## config.mk

```make
export PLATFORM = sky130hd
export DESIGN_NAME = rca_rtc_calendar
export DESIGN_NICKNAME = d
export VERILOG_FILES = /design/src/design/rca_pkg.sv /design/src/design/rca_rtc_calendar.sv
export SDC_FILE = /design/constraint.sdc
export NUM_CORES = 1
export LEC_CHECK = 0
export BUFFER_PORTS_ARGS = -buffer_cell sky130_fd_sc_hd__buf_4
export CAP_MARGIN = 30
export CORE_MARGIN = 2
export CORE_UTILIZATION = 45
export DETAILED_ROUTE_END_ITERATION = 7
export GPL_ROUTABILITY_DRIVEN = 0
export PLACE_DENSITY = 0.67
export SLEW_MARGIN = 20
export SYNTH_ARGS = -nofsm -noshare
export SYNTH_HDL_FRONTEND = slang
export SYNTH_SLANG_ARGS = --single-unit
```

## constraint.sdc

```tcl
create_clock -name clk_sys -period 3.6 [get_ports clk_sys]
set_clock_uncertainty 0.05 [all_clocks]
set_input_delay 0.18 -clock clk_sys [delete_from_list [all_inputs] [get_ports clk_sys]]
set_output_delay 0.18 -clock clk_sys [all_outputs]
set_load 0.01 [all_outputs]
```

## src/design/rca_pkg.sv

```systemverilog
package rca_pkg;

	// ==========================================================
	// register offsets (byte addresses) and alias operations
	// ==========================================================
	localparam logic [7:0] RCA_OFF_CTRL1 = 8'h00;
	localparam logic [7:0] RCA_OFF_CTRL2 = 8'h10;
	localparam logic [7:0] RCA_OFF_STAT = 8'h30;
	localparam logic [7:0] RCA_OFF_TIME = 8'h40;
	localparam logic [7:0] RCA_OFF_DATE = 8'h50;
	localparam logic [7:0] RCA_OFF_ATIME = 8'h60;
	localparam logic [7:0] RCA_OFF_ADATE = 8'h70;
	localparam logic [1:0] RCA_OP_WRITE = 2'h0;
	localparam logic [1:0] RCA_OP_CLR = 2'h1;
	localparam logic [1:0] RCA_OP_SET = 2'h2;
	localparam logic [1:0] RCA_OP_INV = 2'h3;

	// ==========================================================
	// implemented bits and reset values
	// ==========================================================
	localparam logic [31:0] RCA_IMPL_CTRL1 = 32'hcfff_88f0;
	localparam logic [31:0] RCA_IMPL_CTRL2 = 32'hffff_f803;
	localparam logic [31:0] RCA_IMPL_TIME = 32'h7f7f_ff00;
	localparam logic [31:0] RCA_IMPL_DATE = 32'hff1f_3f07;
	localparam logic [31:0] RCA_IMPL_ADATE = 32'h001f_3f07;
	localparam logic [31:0] RCA_RST_WORD = 32'h0000_0000;

	// ==========================================================
	// control and status field positions
	// ==========================================================
	localparam int RCA_C1_ALARM_EN = 31;
	localparam int RCA_C1_CHIME = 30;
	localparam int RCA_C1_IV_LO = 24;
	localparam int RCA_C1_RPT_LO = 16;
	localparam int RCA_C1_ON = 15;
	localparam int RCA_C1_LOCK = 11;
	localparam int RCA_C1_OE = 7;
	localparam int RCA_C1_OS_LO = 4;
	localparam int RCA_C2_DIV_LO = 16;
	localparam int RCA_C2_CS_LO = 0;
	localparam int RCA_ST_EVT = 5;
	localparam int RCA_ST_SYNC = 2;
	localparam int RCA_ST_ALM_PEND = 1;
	localparam int RCA_ST_HALF = 0;

	// ==========================================================
	// encodings
	// ==========================================================
	localparam logic [3:0] RCA_IV_HALF = 4'h0;
	localparam logic [3:0] RCA_IV_SEC = 4'h1;
	localparam logic [3:0] RCA_IV_TEN_SEC = 4'h2;
	localparam logic [3:0] RCA_IV_MIN = 4'h3;
	localparam logic [3:0] RCA_IV_TEN_MIN = 4'h4;
	localparam logic [3:0] RCA_IV_HOUR = 4'h5;
	localparam logic [3:0] RCA_IV_DAY = 4'h6;
	localparam logic [3:0] RCA_IV_WEEK = 4'h7;
	localparam logic [3:0] RCA_IV_MONTH = 4'h8;
	localparam logic [3:0] RCA_IV_YEAR = 4'h9;
	localparam logic [2:0] RCA_OS_ALARM = 3'h0;
	localparam logic [2:0] RCA_OS_SECONDS = 3'h1;
	localparam logic [2:0] RCA_OS_DIVCLK = 3'h2;
	localparam logic [1:0] RCA_CS_CRYSTAL = 2'h0;
	localparam logic [1:0] RCA_CS_INTOSC = 2'h1;
	localparam logic [1:0] RCA_CS_PIN = 2'h2;
	localparam logic [1:0] RCA_CS_PCLK = 2'h3;

	// ==========================================================
	// bcd limits
	// ==========================================================
	localparam logic [3:0] RCA_NINE = 4'h9;
	localparam logic [3:0] RCA_FIVE = 4'h5;
	localparam logic [2:0] RCA_HR_TENS_MAX = 3'h2;
	localparam logic [3:0] RCA_HR_ONES_MAX = 4'h3;
	localparam logic [2:0] RCA_WDAY_MAX = 3'h6;
	localparam logic [7:0] RCA_DEC_MONTH = 8'h12;
	localparam logic [7:0] RCA_FIRST = 8'h01;
	localparam logic [7:0] RCA_FEB = 8'h02;
	localparam logic [7:0] RCA_LAST_28 = 8'h28;
	localparam logic [7:0] RCA_LAST_29 = 8'h29;
	localparam logic [7:0] RCA_LAST_30 = 8'h30;
	localparam logic [7:0] RCA_LAST_31 = 8'h31;
	localparam logic [7:0] RCA_RPT_FULL = 8'hff;

	typedef struct packed {
		logic [2:0] hr_tens;
		logic [3:0] hr_ones;
		logic [2:0] min_tens;
		logic [3:0] min_ones;
		logic [3:0] sec_tens;
		logic [3:0] sec_ones;
	} rca_time_t;

	typedef struct packed {
		logic [3:0] yr_tens;
		logic [3:0] yr_ones;
		logic mon_tens;
		logic [3:0] mon_ones;
		logic [1:0] day_tens;
		logic [3:0] day_ones;
		logic [2:0] wday;
	} rca_date_t;

endpackage

```

## src/design/rca_rtc_calendar.sv

```systemverilog
`timescale 1ns/10ps
module rca_rtc_calendar
	import rca_pkg::*;
(
	input wire logic clk_sys,
	input wire logic rst,
	input wire logic clk_en,
	input wire logic wb_cyc_i,
	input wire logic wb_stb_i,
	input wire logic wb_we_i,
	input wire logic [7:0] wb_adr_i,
	input wire logic [3:0] wb_sel_i,
	input wire logic [31:0] wb_dat_i,
	output logic [31:0] wb_dat_o,
	output logic wb_ack_o,
	input wire logic crystal_oscillator,
	input wire logic internal_slow_oscillator,
	input wire logic external_time_clock_pin,
	input wire logic unlock_granted,
	output logic rtc_pin_out
);

	// ==========================================================
	// helpers
	// ==========================================================
	function automatic logic [31:0] alias_apply(input logic [31:0] old,
		input logic [31:0] wd, input logic [1:0] op, input logic [3:0] sel,
		input logic [31:0] impl);
		logic [31:0] m;
		logic [31:0] r;
		m = {{8{sel[3]}}, {8{sel[2]}}, {8{sel[1]}}, {8{sel[0]}}} & impl;
		r = old;
		unique case (op)
			RCA_OP_WRITE: r = (old & ~m) | (wd & m);
			RCA_OP_CLR: r = old & ~(wd & m);
			RCA_OP_SET: r = old | (wd & m);
			RCA_OP_INV: r = old ^ (wd & m);
		endcase
		return r;
	endfunction

	function automatic logic [31:0] time_word(input rca_time_t t);
		return {1'b0, t.hr_tens, t.hr_ones, 1'b0, t.min_tens, t.min_ones,
			t.sec_tens, t.sec_ones, 8'h00};
	endfunction

	function automatic rca_time_t word_time(input logic [31:0] w);
		rca_time_t t;
		t.hr_tens = w[30:28];
		t.hr_ones = w[27:24];
		t.min_tens = w[22:20];
		t.min_ones = w[19:16];
		t.sec_tens = w[15:12];
		t.sec_ones = w[11:8];
		return t;
	endfunction

	function automatic logic [31:0] date_word(input rca_date_t d);
		return {d.yr_tens, d.yr_ones, 3'h0, d.mon_tens, d.mon_ones, 2'h0,
			d.day_tens, d.day_ones, 5'h00, d.wday};
	endfunction

	function automatic rca_date_t word_date(input logic [31:0] w);
		rca_date_t d;
		d.yr_tens = w[31:28];
		d.yr_ones = w[27:24];
		d.mon_tens = w[20];
		d.mon_ones = w[19:16];
		d.day_tens = w[13:12];
		d.day_ones = w[11:8];
		d.wday = w[2:0];
		return d;
	endfunction

	function automatic logic hit(input logic [7:0] adr,
		input logic [7:0] off);
		return adr[7:4] == off[7:4];
	endfunction

	// bcd last day of month; leap when the bcd year is a multiple of four
	function automatic logic [7:0] last_day(input rca_date_t d);
		logic [7:0] mon;
		logic leap;
		mon = {3'h0, d.mon_tens, d.mon_ones};
		leap = d.yr_tens[0] ? (d.yr_ones == 4'h2 || d.yr_ones == 4'h6) :
			(d.yr_ones == 4'h0 || d.yr_ones == 4'h4 ||
			d.yr_ones == 4'h8);
		if (mon == RCA_FEB) begin
			return leap ? RCA_LAST_29 : RCA_LAST_28;
		end else if (mon == 8'h04 || mon == 8'h06 || mon == 8'h09 ||
			mon == 8'h11) begin
			return RCA_LAST_30;
		end
		return RCA_LAST_31;
	endfunction

	// ==========================================================
	// registers
	// ==========================================================
	logic [31:0] ctrl1;
	logic [31:0] ctrl2;
	rca_time_t now_time;
	rca_date_t now_date;
	rca_time_t alm_time;
	rca_date_t alm_date;
	logic [15:0] div_cnt;
	logic src_prev;
	logic half_phase;
	logic div_toggle;
	logic eval_pend;
	logic alarm_pulse;
	logic evt_flag;
	logic sync_flag;

	wire logic on = ctrl1[RCA_C1_ON];
	wire logic locked = ctrl1[RCA_C1_LOCK];
	wire logic alarm_en = ctrl1[RCA_C1_ALARM_EN];
	wire logic chime = ctrl1[RCA_C1_CHIME];
	wire logic [3:0] iv = ctrl1[RCA_C1_IV_LO +: 4];
	wire logic [7:0] rpt = ctrl1[RCA_C1_RPT_LO +: 8];
	wire logic [2:0] out_sel = ctrl1[RCA_C1_OS_LO +: 3];
	wire logic [15:0] div_period = ctrl2[RCA_C2_DIV_LO +: 16];
	wire logic [1:0] src_sel = ctrl2[RCA_C2_CS_LO +: 2];

	// ==========================================================
	// wishbone slave
	// ==========================================================
	// ack one cycle after the strobe; writes land on the ack edge
	wire logic req = wb_cyc_i & wb_stb_i & ~wb_ack_o;
	wire logic wr_go = wb_cyc_i & wb_stb_i & wb_we_i & wb_ack_o;
	wire logic rd_stat_go = wb_cyc_i & wb_stb_i & ~wb_we_i & wb_ack_o &
		hit(wb_adr_i, RCA_OFF_STAT);
	wire logic [1:0] op = wb_adr_i[3:2];
	logic [31:0] rd_word;
	logic [31:0] stat_word;

	always_comb begin
		stat_word = RCA_RST_WORD;
		stat_word[RCA_ST_EVT] = evt_flag;
		stat_word[RCA_ST_SYNC] = sync_flag;
		stat_word[RCA_ST_ALM_PEND] = eval_pend;
		stat_word[RCA_ST_HALF] = half_phase;
		rd_word = RCA_RST_WORD;
		if (hit(wb_adr_i, RCA_OFF_CTRL1)) begin
			rd_word = ctrl1;
		end else if (hit(wb_adr_i, RCA_OFF_CTRL2)) begin
			rd_word = ctrl2;
		end else if (hit(wb_adr_i, RCA_OFF_STAT)) begin
			rd_word = stat_word;
		end else if (hit(wb_adr_i, RCA_OFF_TIME)) begin
			rd_word = time_word(now_time);
		end else if (hit(wb_adr_i, RCA_OFF_DATE)) begin
			rd_word = date_word(now_date);
		end else if (hit(wb_adr_i, RCA_OFF_ATIME)) begin
			rd_word = time_word(alm_time);
		end else if (hit(wb_adr_i, RCA_OFF_ADATE)) begin
			rd_word = date_word(alm_date);
		end
	end

	always_ff @(posedge clk_sys) begin
		if (rst) begin
			wb_ack_o <= 1'b0;
			wb_dat_o <= RCA_RST_WORD;
		end else if (clk_en) begin
			wb_ack_o <= req;
			wb_dat_o <= req ? rd_word : RCA_RST_WORD;
		end
	end

	// ==========================================================
	// time source and half-second divider
	// ==========================================================
	logic src_level;
	always_comb begin
		unique case (src_sel)
			RCA_CS_CRYSTAL: src_level = crystal_oscillator;
			RCA_CS_INTOSC: src_level = internal_slow_oscillator;
			RCA_CS_PIN: src_level = external_time_clock_pin;
			RCA_CS_PCLK: src_level = 1'b1;
		endcase
	end

	// peripheral clock source counts every system clock
	wire logic src_tick = on & ((src_sel == RCA_CS_PCLK) |
		(src_level & ~src_prev));
	wire logic half_tick = src_tick & (div_cnt == 16'h0000);
	wire logic sec_tick = half_tick & half_phase;

	always_ff @(posedge clk_sys) begin
		if (rst) begin
			src_prev <= 1'b0;
			div_cnt <= 16'h0000;
			half_phase <= 1'b0;
			div_toggle <= 1'b0;
			sync_flag <= 1'b0;
		end else if (clk_en) begin
			src_prev <= src_level;
			sync_flag <= on & (div_cnt == 16'h0000);
			if (src_tick) begin
				div_toggle <= ~div_toggle;
				// software sizes the period for a half second
				div_cnt <= (div_cnt == 16'h0000) ? div_period :
					div_cnt - 16'h0001;
			end
			if (half_tick) begin
				half_phase <= ~half_phase;
			end
		end
	end

	// ==========================================================
	// time and calendar advance
	// ==========================================================
	rca_time_t next_time;
	rca_date_t next_date;
	logic day_wrap;

	always_comb begin
		next_time = now_time;
		day_wrap = 1'b0;
		if (now_time.sec_ones < RCA_NINE) begin
			next_time.sec_ones = now_time.sec_ones + 4'h1;
		end else begin
			next_time.sec_ones = 4'h0;
			if (now_time.sec_tens < RCA_FIVE) begin
				next_time.sec_tens = now_time.sec_tens + 4'h1;
			end else begin
				next_time.sec_tens = 4'h0;
				if (now_time.min_ones < RCA_NINE) begin
					next_time.min_ones = now_time.min_ones + 4'h1;
				end else begin
					next_time.min_ones = 4'h0;
					if (now_time.min_tens < RCA_FIVE[2:0]) begin
						next_time.min_tens = now_time.min_tens + 3'h1;
					end else begin
						next_time.min_tens = 3'h0;
						if (now_time.hr_tens == RCA_HR_TENS_MAX &&
							now_time.hr_ones >= RCA_HR_ONES_MAX) begin
							next_time.hr_tens = 3'h0;
							next_time.hr_ones = 4'h0;
							day_wrap = 1'b1;
						end else if (now_time.hr_ones >= RCA_NINE) begin
							next_time.hr_ones = 4'h0;
							next_time.hr_tens = now_time.hr_tens + 3'h1;
						end else begin
							next_time.hr_ones = now_time.hr_ones + 4'h1;
						end
					end
				end
			end
		end
	end

	always_comb begin
		next_date = now_date;
		next_date.wday = (now_date.wday >= RCA_WDAY_MAX) ? 3'h0 :
			now_date.wday + 3'h1;
		if ({2'h0, now_date.day_tens, now_date.day_ones} >=
			last_day(now_date)) begin
			{next_date.day_tens, next_date.day_ones} = RCA_FIRST[5:0];
			if ({3'h0, now_date.mon_tens, now_date.mon_ones} >=
				RCA_DEC_MONTH) begin
				{next_date.mon_tens, next_date.mon_ones} = RCA_FIRST[4:0];
				// 2099 rolls over to 2000
				if (now_date.yr_ones < RCA_NINE) begin
					next_date.yr_ones = now_date.yr_ones + 4'h1;
				end else begin
					next_date.yr_ones = 4'h0;
					next_date.yr_tens = (now_date.yr_tens < RCA_NINE) ?
						now_date.yr_tens + 4'h1 : 4'h0;
				end
			end else if (now_date.mon_ones >= RCA_NINE) begin
				next_date.mon_ones = 4'h0;
				next_date.mon_tens = 1'b1;
			end else begin
				next_date.mon_ones = now_date.mon_ones + 4'h1;
			end
		end else if (now_date.day_ones >= RCA_NINE) begin
			next_date.day_ones = 4'h0;
			next_date.day_tens = now_date.day_tens + 2'h1;
		end else begin
			next_date.day_ones = now_date.day_ones + 4'h1;
		end
	end

	wire logic wr_open = wr_go & ~locked;

	always_ff @(posedge clk_sys) begin
		if (rst) begin
			now_time <= word_time(RCA_RST_WORD);
			now_date <= word_date(RCA_RST_WORD);
		end else if (clk_en) begin
			// a software write wins over a same-cycle count
			if (wr_open && hit(wb_adr_i, RCA_OFF_TIME)) begin
				now_time <= word_time(alias_apply(time_word(now_time),
					wb_dat_i, op, wb_sel_i, RCA_IMPL_TIME));
			end else if (sec_tick) begin
				now_time <= next_time;
			end
			if (wr_open && hit(wb_adr_i, RCA_OFF_DATE)) begin
				now_date <= word_date(alias_apply(date_word(now_date),
					wb_dat_i, op, wb_sel_i, RCA_IMPL_DATE));
			end else if (sec_tick && day_wrap) begin
				now_date <= next_date;
			end
		end
	end

	// ==========================================================
	// alarm compare and repeat
	// ==========================================================
	logic match;
	always_comb begin
		// each coarser interval from ten seconds up adds the next field; the weekday joins the compare for the week interval only
		match = (iv == RCA_IV_HALF) | ~half_phase;
		if (iv >= RCA_IV_TEN_SEC) begin
			match &= now_time.sec_ones == alm_time.sec_ones;
		end
		if (iv >= RCA_IV_MIN) begin
			match &= now_time.sec_tens == alm_time.sec_tens;
		end
		if (iv >= RCA_IV_TEN_MIN) begin
			match &= now_time.min_ones == alm_time.min_ones;
		end
		if (iv >= RCA_IV_HOUR) begin
			match &= now_time.min_tens == alm_time.min_tens;
		end
		if (iv >= RCA_IV_DAY) begin
			match &= {now_time.hr_tens, now_time.hr_ones} ==
				{alm_time.hr_tens, alm_time.hr_ones};
		end
		if (iv == RCA_IV_WEEK) begin
			match &= now_date.wday == alm_date.wday;
		end
		if (iv >= RCA_IV_MONTH) begin
			match &= {now_date.day_tens, now_date.day_ones} ==
				{alm_date.day_tens, alm_date.day_ones};
		end
		if (iv == RCA_IV_YEAR) begin
			match &= {now_date.mon_tens, now_date.mon_ones} ==
				{alm_date.mon_tens, alm_date.mon_ones};
		end
		if (iv > RCA_IV_YEAR) begin
			match = 1'b0;
		end
	end

	// compare runs one cycle after the tick, on the updated time
	wire logic alarm_fire = eval_pend & alarm_en & on & match;

	always_ff @(posedge clk_sys) begin
		if (rst) begin
			eval_pend <= 1'b0;
			alarm_pulse <= 1'b0;
			evt_flag <= 1'b0;
		end else if (clk_en) begin
			eval_pend <= half_tick;
			if (alarm_fire) begin
				alarm_pulse <= 1'b1;
			end else if (half_tick) begin
				alarm_pulse <= 1'b0;
			end
			// a new event beats the read that clears the flag
			if (alarm_fire) begin
				evt_flag <= 1'b1;
			end else if (rd_stat_go) begin
				evt_flag <= 1'b0;
			end
		end
	end

	// ==========================================================
	// control registers and alarm registers
	// ==========================================================
	logic [31:0] next_ctrl1;
	always_comb begin
		next_ctrl1 = ctrl1;
		if (alarm_fire) begin
			if (rpt != 8'h00) begin
				next_ctrl1[RCA_C1_RPT_LO +: 8] = rpt - 8'h01;
			end else if (chime) begin
				next_ctrl1[RCA_C1_RPT_LO +: 8] = RCA_RPT_FULL;
			end else begin
				next_ctrl1[RCA_C1_ALARM_EN] = 1'b0;
			end
		end
		if (wr_go && hit(wb_adr_i, RCA_OFF_CTRL1)) begin
			next_ctrl1 = alias_apply(ctrl1, wb_dat_i, op, wb_sel_i,
				RCA_IMPL_CTRL1);
			if (locked && !unlock_granted) begin
				next_ctrl1[RCA_C1_LOCK] = 1'b1;
			end
		end
	end

	always_ff @(posedge clk_sys) begin
		if (rst) begin
			ctrl1 <= RCA_RST_WORD;
			ctrl2 <= RCA_RST_WORD;
			alm_time <= word_time(RCA_RST_WORD);
			alm_date <= word_date(RCA_RST_WORD);
		end else if (clk_en) begin
			ctrl1 <= next_ctrl1;
			if (wr_open && hit(wb_adr_i, RCA_OFF_CTRL2)) begin
				ctrl2 <= alias_apply(ctrl2, wb_dat_i, op, wb_sel_i,
					RCA_IMPL_CTRL2);
			end
			if (wr_go && hit(wb_adr_i, RCA_OFF_ATIME)) begin
				alm_time <= word_time(alias_apply(time_word(alm_time),
					wb_dat_i, op, wb_sel_i, RCA_IMPL_TIME));
			end
			if (wr_go && hit(wb_adr_i, RCA_OFF_ADATE)) begin
				alm_date <= word_date(alias_apply(date_word(alm_date),
					wb_dat_i, op, wb_sel_i, RCA_IMPL_ADATE));
			end
		end
	end

	// ==========================================================
	// output pin
	// ==========================================================
	always_ff @(posedge clk_sys) begin
		if (rst) begin
			rtc_pin_out <= 1'b0;
		end else if (clk_en) begin
			rtc_pin_out <= 1'b0;
			if (ctrl1[RCA_C1_OE]) begin
				unique case (out_sel)
					RCA_OS_ALARM: rtc_pin_out <= alarm_pulse;
					RCA_OS_SECONDS: rtc_pin_out <= half_phase;
					RCA_OS_DIVCLK: rtc_pin_out <= div_toggle;
					default: rtc_pin_out <= 1'b0;
				endcase
			end
		end
	end

endmodule

```

After elaboration in Yosys (flattened, before gate mapping)
Cells that the tools add are included.
W data, S select, Z words.

cells by class
  $add $sub $neg = 14
  $lt $le $gt $ge = 20
  equality and inequality tests = 41
  muxes and demuxes = 78
  bitwise gates (word level) = 77
  reductions and logical operators = 57

operator list
  operator               number
  $pmux W32 S4           4
  $and A32 B32 Y32       11
  $mux W32               9
  $or A32 B32 Y32        8
  $pmux W31 S4           2
  $not A32 Y32           7
  $and A31 B31 Y31       5
  $xor A32 B32 Y32       4
  $or A31 B31 Y31        4
  $mux W22               4
  $not A31 Y31           2
  $xor A31 B31 Y31       2
  $mux W8                7
  $mux W4                9
  $add A4 B1 Y4 const B  8
  $and A32 B21 Y32       1
  $not A21 Y32           1
  $eq A4 B3 Y1 const B   7
  $mux W1                28
  $and A1 B1 Y1          24
  $reduce_and A2 Y1      10
  $mux W18               1
  $ge A4 B4 Y1 const B   4
  $logic_not A16 Y1      1
  other kinds (57)       124

storage, ports and cells
  register bits after elaboration = 209
  bits of input ports = 54
  output and inout port bits = 34
  logic and storage cells = 328

Longest topological paths before layout
Gate-level depths: netlist of run 1.

  word-level depth = 22
  mapped depth = 17
  gate-level depth less buffers = 16

Least setup slack after synthesis of run 1
No wires, ideal clock.

  path type = flip-flop to flip-flop
  start = register now_date[14] in the netlist's numbering
  end = register now_date[5] in the netlist's numbering
  setup time = 70 ps
  arrival = 3345 ps
  required time = 3480 ps
  slack = 134 ps
  cell stages (with the launch flop) = 18
  buffers on the path = 1
  clock period less this slack = 3466 ps
  cell sequence = dfxtp_1 -> inv_1 -> ha_1 -> nand3b_1 -> nand2_1 -> a311oi_1 -> a21oi_1 -> o21ai_0 -> o21ai_0 -> ha_1 -> or4b_2 -> a211oi_1 -> o21ai_1 -> or2_2 -> clkbuf_1 -> nor3b_1 -> o21ai_0 -> a21oi_1

on the way
  cells in the longest elaborated chain, start to end = 11
  elaborated cells on any way between the ends = 16
  classes of those cells = 1 x order compare; 4 x eq/ne; 7 x mux; 4 x reduce/logical

ends and longest elaborated chain
  element                                           RTL line                 text
  from (decl)                                       rca_rtc_calendar.sv:103  rca_date_t now_date;
  from (signal assigned)                            rca_rtc_calendar.sv:292  now_date <= word_date(RCA_RST_WORD);
  from (signal assigned)                            rca_rtc_calendar.sv:302  now_date <= word_date(alias_apply(date_word(now_date),
  from (signal assigned)                            rca_rtc_calendar.sv:305  now_date <= next_date;
  $eq A4 B3 Y1 or $logic_not A4 Y1 (tied branches)  rca_rtc_calendar.sv:86   (d.yr_ones == 4'h0 || d.yr_ones == 4'h4 ||
  $logic_or A1 B1 Y1 (2 in a row)                   rca_rtc_calendar.sv:86
  $mux W1 *                                         rca_rtc_calendar.sv:85   leap = d.yr_tens[0] ? (d.yr_ones == 4'h2 || d.yr_ones == 4'h6) :
  $mux W1 *                                         rca_rtc_calendar.sv:89   return leap ? RCA_LAST_29 : RCA_LAST_28;
  $mux W8 *                                         rca_rtc_calendar.sv:88   if (mon == RCA_FEB) begin
  $mux W8 *                                         rca_rtc_calendar.sv:94   return RCA_LAST_31;
  $ge A6 B8 Y1 *                                    rca_rtc_calendar.sv:259  if ({2'h0, now_date.day_tens, now_date.day_ones} >=
  $mux W6 *                                         rca_rtc_calendar.sv:259
  $mux W22 *                                        rca_rtc_calendar.sv:304  end else if (sec_tick && day_wrap) begin
  $mux W22 *                                        rca_rtc_calendar.sv:301  if (wr_open && hit(wb_adr_i, RCA_OFF_DATE)) begin

Every way passes the cells marked *; elsewhere a longest branch is shown, timed or not. The select of a mux whose other input is x is not followed.
A chain may end at the register's enable or synchronous reset.

Final worst setup path of run 1
  start = register now_date[14] in the netlist's numbering
  end = register now_date[11] in the netlist's numbering

on the way
  cells in the longest elaborated chain, start to end = 10
  elaborated cells on any way between the ends = 15
  classes of those cells = 1 x order compare; 4 x eq/ne; 4 x mux; 6 x reduce/logical

ends and longest elaborated chain
  element                                           RTL line
  $eq A4 B3 Y1 or $logic_not A4 Y1 (tied branches)  rca_rtc_calendar.sv:86
  $logic_or A1 B1 Y1 (2 in a row)                   rca_rtc_calendar.sv:86
  $mux W1 *                                         rca_rtc_calendar.sv:85
  $mux W1 *                                         rca_rtc_calendar.sv:89
  $mux W8 *                                         rca_rtc_calendar.sv:88
  $mux W8 *                                         rca_rtc_calendar.sv:94
  $ge A6 B8 Y1 *                                    rca_rtc_calendar.sv:259
  $reduce_bool A2 Y1 (no source line) *             n/a
  $reduce_and A3 Y1 (no source line) *              n/a

Every way passes the cells marked *; elsewhere a longest branch is shown, timed or not.

==> key figures, run 1 <==
STA
  – Final Worst Setup Slack: 200 ps
  – Finish-stage setup viols: 0
  – Worst-Margin Slew: 918 ps
  – Period utilization: 0.944
  – RSZ-0062 raised after global routing: no
  – Slew HR: 0.386
  – Max Slew Vio Count: 0
  – Fmax: 294 MHz
  – Worst hold margin: 11.7 ps
  – Final worst path period need: 3400 ps
  – Final hold vios: 0

Power and ir drop
  – Psw: 0.00129 W
  – Comb pwr share: 0.119
  – Power per standard cell area: 283 nW/um2
  – Switch share: 0.283
  – Max IR drop VDD: 0.340 mV
  – Part of the power in the clock network: 0.446
  – Internal Dissipation: 0.00327 W
  – Sequential Power Share: 0.435
  – Final Power: 0.00456 W
  – Pleak: 6.62 nW

Global routing
  – Initial antenna violation count: 0
  – Total GRT Usage: 0.304
  – Pin count of the biggest net entering global routing: 139
  – First-pass GRT wire length: 79000 um
  – Congestion Overflow GR: 0
  – Vias in the first global route: 14000

Logic synthesis
  – Top FF cell, synth: dfxtp_1
  – Cell count after synthesis: 1901
  – Post-synth ARST share: 0
  – Cell variety after synth: 78
  – Post-Synthesis Cell Area: 14300 um2
  – Sequential element share of the synthesized area: 0.251
  – Synth warnings: 0
  – Number of synthesized register bits: 179
  – Post-synth EDFFs: 0
  – Avg Cell Area, Syn: 7.51 um2
  – Mapped Nets: 2110

Finish
  – Layout cell share with drive strength beyond 1: 0.125
  – # fillers: 3049
  – Final #Nets: 2139
  – Layout area overhead: 12.8%
  – Inserted Diodes: 0

Die
  – CORE AREA: 31400 um2
  – Initial core utilization: 0.455
  – Site Rows: 65
  – Die footprint: 33200 um2
  – Chip Width: 182 um
  – Die H: 182 um
  – # IOs: 88

Routing
  – Vias/cell: 6.37
  – Initial DRC count: 1726
  – Routed len/inst: 21.7 um
  – TritonRoute pass-1 iters: 6
  – Routed vias: 14900
  – DRC viols: 0
  – Final ANT Viol Nets: 0
  – Routed WL: 51000 um

Clock network
  – Root Buffer: clkbuf_16
  – Worst-skew pair later-pin latency: 450 ps
  – Clk slew on worst S/H paths: 80 ps
  – Total clock sinks: 179
  – TritonCTS clock tree: done
  – H-tree depth: 4
  – TritonCTS buffer count: 17
  – Clk buf depth: 2

Setup path
  – R2R setup slack: 200 ps
  – Startpoint types: flip-flop
  – Crit Path Max Fanout: 7
  – Critical path class: reg -> reg
  – R2R depth: 16
  – CP endpoint kind: flip-flop
  – CP required: 3930 ps
  – Worst Path Arrival: 3730 ps

Outcome
  – Status: finished clean

Placed design
  – PortBufs: 83
  – Final HPWL DP: 36700 um
  – Placement Setup Slack: -57.3 ps

Job
  – Max-Cap Viols: 0

Worst hold path
  – Hold Crit Class: in -> reg
  – Worst hold stages: 3
registers in the layout, summed over array words and instances, names as in the netlist:
signal / count
ctrl1: 20
rtc_pin_out: 1
alm_date: 14
div_toggle: 1
half_phase: 1
sync_flag: 1
evt_flag: 1
wb_ack_o: 1
alm_time: 22
now_date: 22
src_prev: 1
ctrl2: 23
eval_pend: 1
div_cnt: 16
now_time: 22
wb_dat_o: 31
alarm_pulse: 1
path summary, 6_finish.rpt:
kind | endpoint | startpoint
max | now_date[11] | now_date[14]
min | evt_flag | wb_we_i
max reg2reg | now_date[11] | now_date[14]
min reg2reg | alarm_pulse | alarm_pulse
final cells by class:
class / instances / area (um2) / share of cell area
Multi-Input combinational cell: 1503 / 9920 / 0.616
Timing Repair Buffer: 157 / 1210 / 0.0754
Sequential cell: 179 / 3580 / 0.222
Inverter: 72 / 270 / 0.0168
Tap cell: 402 / 503 / 0.0312
Clock inverter: 14 / 178 / 0.0110
Clock buffer: 18 / 439 / 0.0273
cells in the final DEF, fill, tap and decap left out, drive strengths merged, types with 14 or more instances in the layout:
cell    netlist  routed
nand3        17      17
nand2b       16      16
mux2i        39      39
nand2       233     233
buf          17     156
clkbuf      130      18
or2          14      14
a21oi       191     191
nor2        196     196
a31oi        17      17
a22oi        68      68
dfxtp       179     179
xor2         29      29
o211ai       55      55
ha          155     155
nor3         38      38
a211oi       56      56
o21ai       140     140
a221oi       58      58
inv          71      73
what timing repair did:
| item | 4_1_cts | 5_1_grt |
|---|---|---|
| setup buffers | 0 | 0 |
| endpoints found under the setup margin | 9 | 19 |
| endpoints found under the hold margin | 1 | 0 |
| hold buffers | 1 | 0 |
| gates resized for setup | 3 | 6 |
| pin swaps | 0 | 6 |
| cloned | 0 | 0 |
metal layers:
layer  GRT usage  routed length [um]
met2       0.491               23200
met1       0.381               20800
met4       0.177                3110
met3      0.0527                3860
met5           0                   0
power groups by stage:
stage                     Clock [W]  Sequential [W]  Combinational (W)
after floorplan                   0         0.00203           0.000344
after global placement            0         0.00203           0.000515
after detailed placement          0         0.00203           0.000529
after CTS                   0.00205         0.00198           0.000532
after global routing        0.00214         0.00198           0.000594
final                       0.00203         0.00198           0.000542
Yosys cell counts, types with 7 or more instances:
cell type | instances | area [um2]
nand2_1 | 233 | 875
mux2i_1 | 39 | 390
a22oi_1 | 68 | 510
nand2b_1 | 16 | 100
a222oi_1 | 11 | 110
nand3_1 | 17 | 85.1
buf_1 | 15 | 56.3
o211ai_1 | 55 | 413
nor4_1 | 8 | 50.1
a31oi_1 | 17 | 106
nand3b_1 | 7 | 52.6
clkbuf_1 | 130 | 488
a211oi_1 | 56 | 420
and2_1 | 11 | 68.8
ha_1 | 155 | 1940
nand4_1 | 9 | 56.3
nor2_1 | 195 | 732
inv_1 | 71 | 267
or2_2 | 14 | 87.6
o21ai_0 | 134 | 671
nor3b_1 | 9 | 67.6
xor2_1 | 29 | 254
dfxtp_1 | 179 | 3580
xnor2_1 | 10 | 87.6
a221oi_1 | 58 | 508
nor2b_1 | 13 | 81.3
nor3_1 | 35 | 175
mux2_2 | 9 | 101
a21oi_1 | 191 | 956
cell families after synthesis:
| group | Yosys count | synth area share |
|---|---|---|
| AOI/OAI and AO/OA | 663 | 0.303 |
| and+or+nand+nor | 594 | 0.189 |
| buffers and inverters | 219 | 0.0579 |
| DFF | 179 | 0.251 |
| adders and majority gates | 155 | 0.136 |
| muxes | 51 | 0.0392 |
| xor gates and xnor gates | 39 | 0.0239 |
| other | 1 | 0.000263 |
stage by stage:
step | util | setup TNS [ps] | std cells | cell area (um2)
2_1_floorplan | - | 0 | 1901 | 14300
3_3_place_gp | 0.492 | -103 | 2311 | 15400
3_5_place_dp | 0.492 | -67.1 | 2312 | 15400
4_1_cts | 0.512 | 0 | 2345 | 16100
5_1_grt | 0.513 | 0 | 2345 | 16100
6_report | 0.513 | 0 | 2345 | 16100
worst max-delay path: stages, from the launching register on:
cell,delay [ps]
dfxtp_1,330
inv_1,70
ha_1,200
nand3b_1,80
nand2_1,70
a311oi_2,210
a21oi_1,60
o21ai_1,180
o21ai_2,100
ha_1,270
or4b_2,620
a211oi_2,220
o21ai_2,110
nand2_2,210
nor2_1,170
a21bo_2,240
a21oi_1,120
Power figures use the tool's default switching activity.
==> inputs of run 2 (changes only) <==
- BUFFER_PORTS_ARGS: -buffer_cell sky130_fd_sc_hd__buf_4 -> not set
- DONT_BUFFER_PORTS: not set -> 1
- PLACE_DENSITY: 0.67 -> 0.65
- clock period: 3.6 -> 2.9 ns (I/O delays scaled with it)
==> key figures, run 2 (synthesized netlist as in run 1, its figures left out) <==
STA
  – Final worst path period need: 3130 ps (-266 ps)
  – Final hold vios: 55 (+55)
  – RSZ-0062 raised after global routing: yes
  – Period utilization: 1.08 (+0.136)
  – Fmax: 319 MHz (+8.5%)
  – Worst-Margin Slew: 930 ps (+11.8 ps)
  – Final TNS setup: -2910 ps (-2910 ps)
  – Finish-stage setup viols: 19 (+19)
  – Worst hold margin: -266 ps (-278 ps)
  – Final Worst Setup Slack: -234 ps (-434 ps)
  – Slew HR: 0.379 (-0.00687)
  – Max Slew Vio Count: 0 (unchanged)

Finish
  – Final #Nets: 2214 (+3.5%)
  – Reg with most FFs: wb_dat_o
  – Inserted Diodes: 0 (unchanged)
  – Commonest cells after routing, fill and taps aside: nand2_1 (231), nor2_1 (189), a21oi_1 (186)
  – Finished Layout Cells: 2420 (+3.2%)
  – Max FFs per register: 31 (unchanged)
  – Commonest non-fill, non-tap cell in the layout: nand2_1
  – Layout area overhead: 19.9%
  – Layout cell share with drive strength beyond 1: 0.115 (-0.00909)
  – Top flop regs: wb_dat_o x31, ctrl2 x23
  – # fillers: 2950 (-3.2%)

Clock network
  – TritonCTS clock tree: done
  – Root Buffer: clkbuf_16
  – TritonCTS buffer count: 17 (unchanged)
  – Worst-skew pair later-pin latency: 460 ps (about the same)
  – H-tree depth: 4 (unchanged)
  – Clk buf depth: 2 (unchanged)
  – Total clock sinks: 179 (unchanged)
  – Clk slew on worst S/H paths: 80 ps (about the same)

Die
  – Site Rows: 65 (unchanged)
  – CORE AREA: 31400 um2 (unchanged)
  – Die footprint: 33200 um2 (unchanged)
  – Initial core utilization: 0.455 (unchanged)
  – # IOs: 88 (unchanged)
  – Chip Width: 182 um (unchanged)
  – Die H: 182 um (unchanged)

Power and ir drop
  – Pleak: 7.27 nW (+9.7%)
  – Max IR drop VDD: 0.446 mV (+31%)
  – Power per standard cell area: 318 nW/um2 (+12%)

Global routing
  – Initial antenna violation count: 1 (+1)
  – Pin count of the biggest net entering global routing: 223 (+60%)
  – Total GRT Usage: 0.309 (+0.00515)
  – First-pass GRT wire length: 80800 um (+2.3%)
  – Congestion Overflow GR: 0 (unchanged)
  – Vias in the first global route: 14300 (+2.2%)

Outcome
  – Status: complete, but fails checks
  – Violated checks: negative hold slack, negative setup slack

Placed design
  – Placed Cells: 2259 (-2.3%)
  – Placement Setup Slack: -249 ps (-192 ps)
  – PortBufs: 0 (-100%)
  – Final HPWL DP: 36500 um (-0.60%)

Setup path
  – CP max-delay cell: or4b_4
  – CP required: 3240 ps (-690 ps)
  – Startpoint types: flip-flop
  – Crit Path Max Fanout: 8 (+1)
  – Worst path max stage delay: 490 ps (-130 ps)
  – Critical path class: reg -> reg
  – CP endpoint kind: flip-flop
  – Cell chain of the critical path: inv_4 -> ha_4 -> nand3b_1 -> nand2_1 -> a311oi_2 -> a21oi_1 -> o21ai_1 -> o21ai_1 -> ha_1 -> or4b_4 -> a211oi_2 -> o21ai_2 -> nand2_2 -> buf_6 -> nor4_4 -> a21bo_2 -> a21oi_1
  – Bufs and invs on worst path: 2 (+1)
  – Worst Path Arrival: 3480 ps (-250 ps)
  – CP delay by family, top: compound AO/OA/AOI/OAI gates

Job
  – Max-Cap Viols: 0 (unchanged)

Routing
  – Vias/cell: 6.37 (about the same)
  – Routed vias: 15400 (+3.1%)
  – Initial DRC count: 1596 (-7.5%)
  – Final ANT Viol Nets: 0 (unchanged)
  – Routed WL: 52700 um (+3.4%)
  – Routed len/inst: 21.8 um (+0.22%)
  – DRC viols: 0 (unchanged)
  – TritonRoute pass-1 iters: 8 (+2)

Worst hold path
  – Hold Crit Class: in -> reg
[run 2: final timing paths]
kind / from / endpoint / slack [ps] / cells past startpoint
worst min register to register: alarm_pulse / alarm_pulse / 430 / 2
worst min-delay path: rst / now_time[17] / -270 / 1
worst max register to register: now_date[14] / now_date[20] / -230 / 17
worst max-delay path: now_date[14] / now_date[20] / -230 / 17
[run 2: area by class of cell]
type | count | area, um2 | area share
timing repair buffer | 231 | 2050 | 0.120
sequential | 179 | 3590 | 0.210
multi-input combinational | 1504 | 10100 | 0.589
clock buffer | 20 | 447 | 0.0261
tap | 402 | 503 | 0.0294
inverter | 72 | 273 | 0.0159
clock inverter | 12 | 179 | 0.0105
[run 2: repair_timing]
item | in CTS | in global routing
gates cloned | 1 | 0
hold buffers | 113 | 4
endpoints found under the setup margin | 18 | 67
buffers inserted | 2 | 11
resized for setup | 14 | 35
hold endpoints to repair | 172 | 59
pin swaps | 9 | 14
[run 2: power breakdown]
group,leakage [nW],internal [W],switching (W)
Clock,0.297,0.00147,0.00111
Combinational,5.53,0.000154,0.000251
Sequential,1.44,0.00246,0.00000326
Total,7.27,0.00408,0.00137
[run 2: per-stage QoR]
stage / power [W] / utilization / instance area [um2]
finish: 0.00545 / 0.545 / 17100
CTS: 0.00545 / 0.538 / 16900
detailed placement: 0.00291 / 0.479 / 15100
floorplan: 0.00294 / - / 14300
global route: 0.00558 / 0.545 / 17100
global placement: 0.00289 / 0.479 / 15100
[run 2: per-layer routing]
metal	GRT usage	vias to the layer above	wire length, um
met4	0.180	2	3250
met5	0	-	16
met2	0.504	727	24500
li1	-	7210	-
met1	0.385	7304	21000
met3	0.0521	173	3970
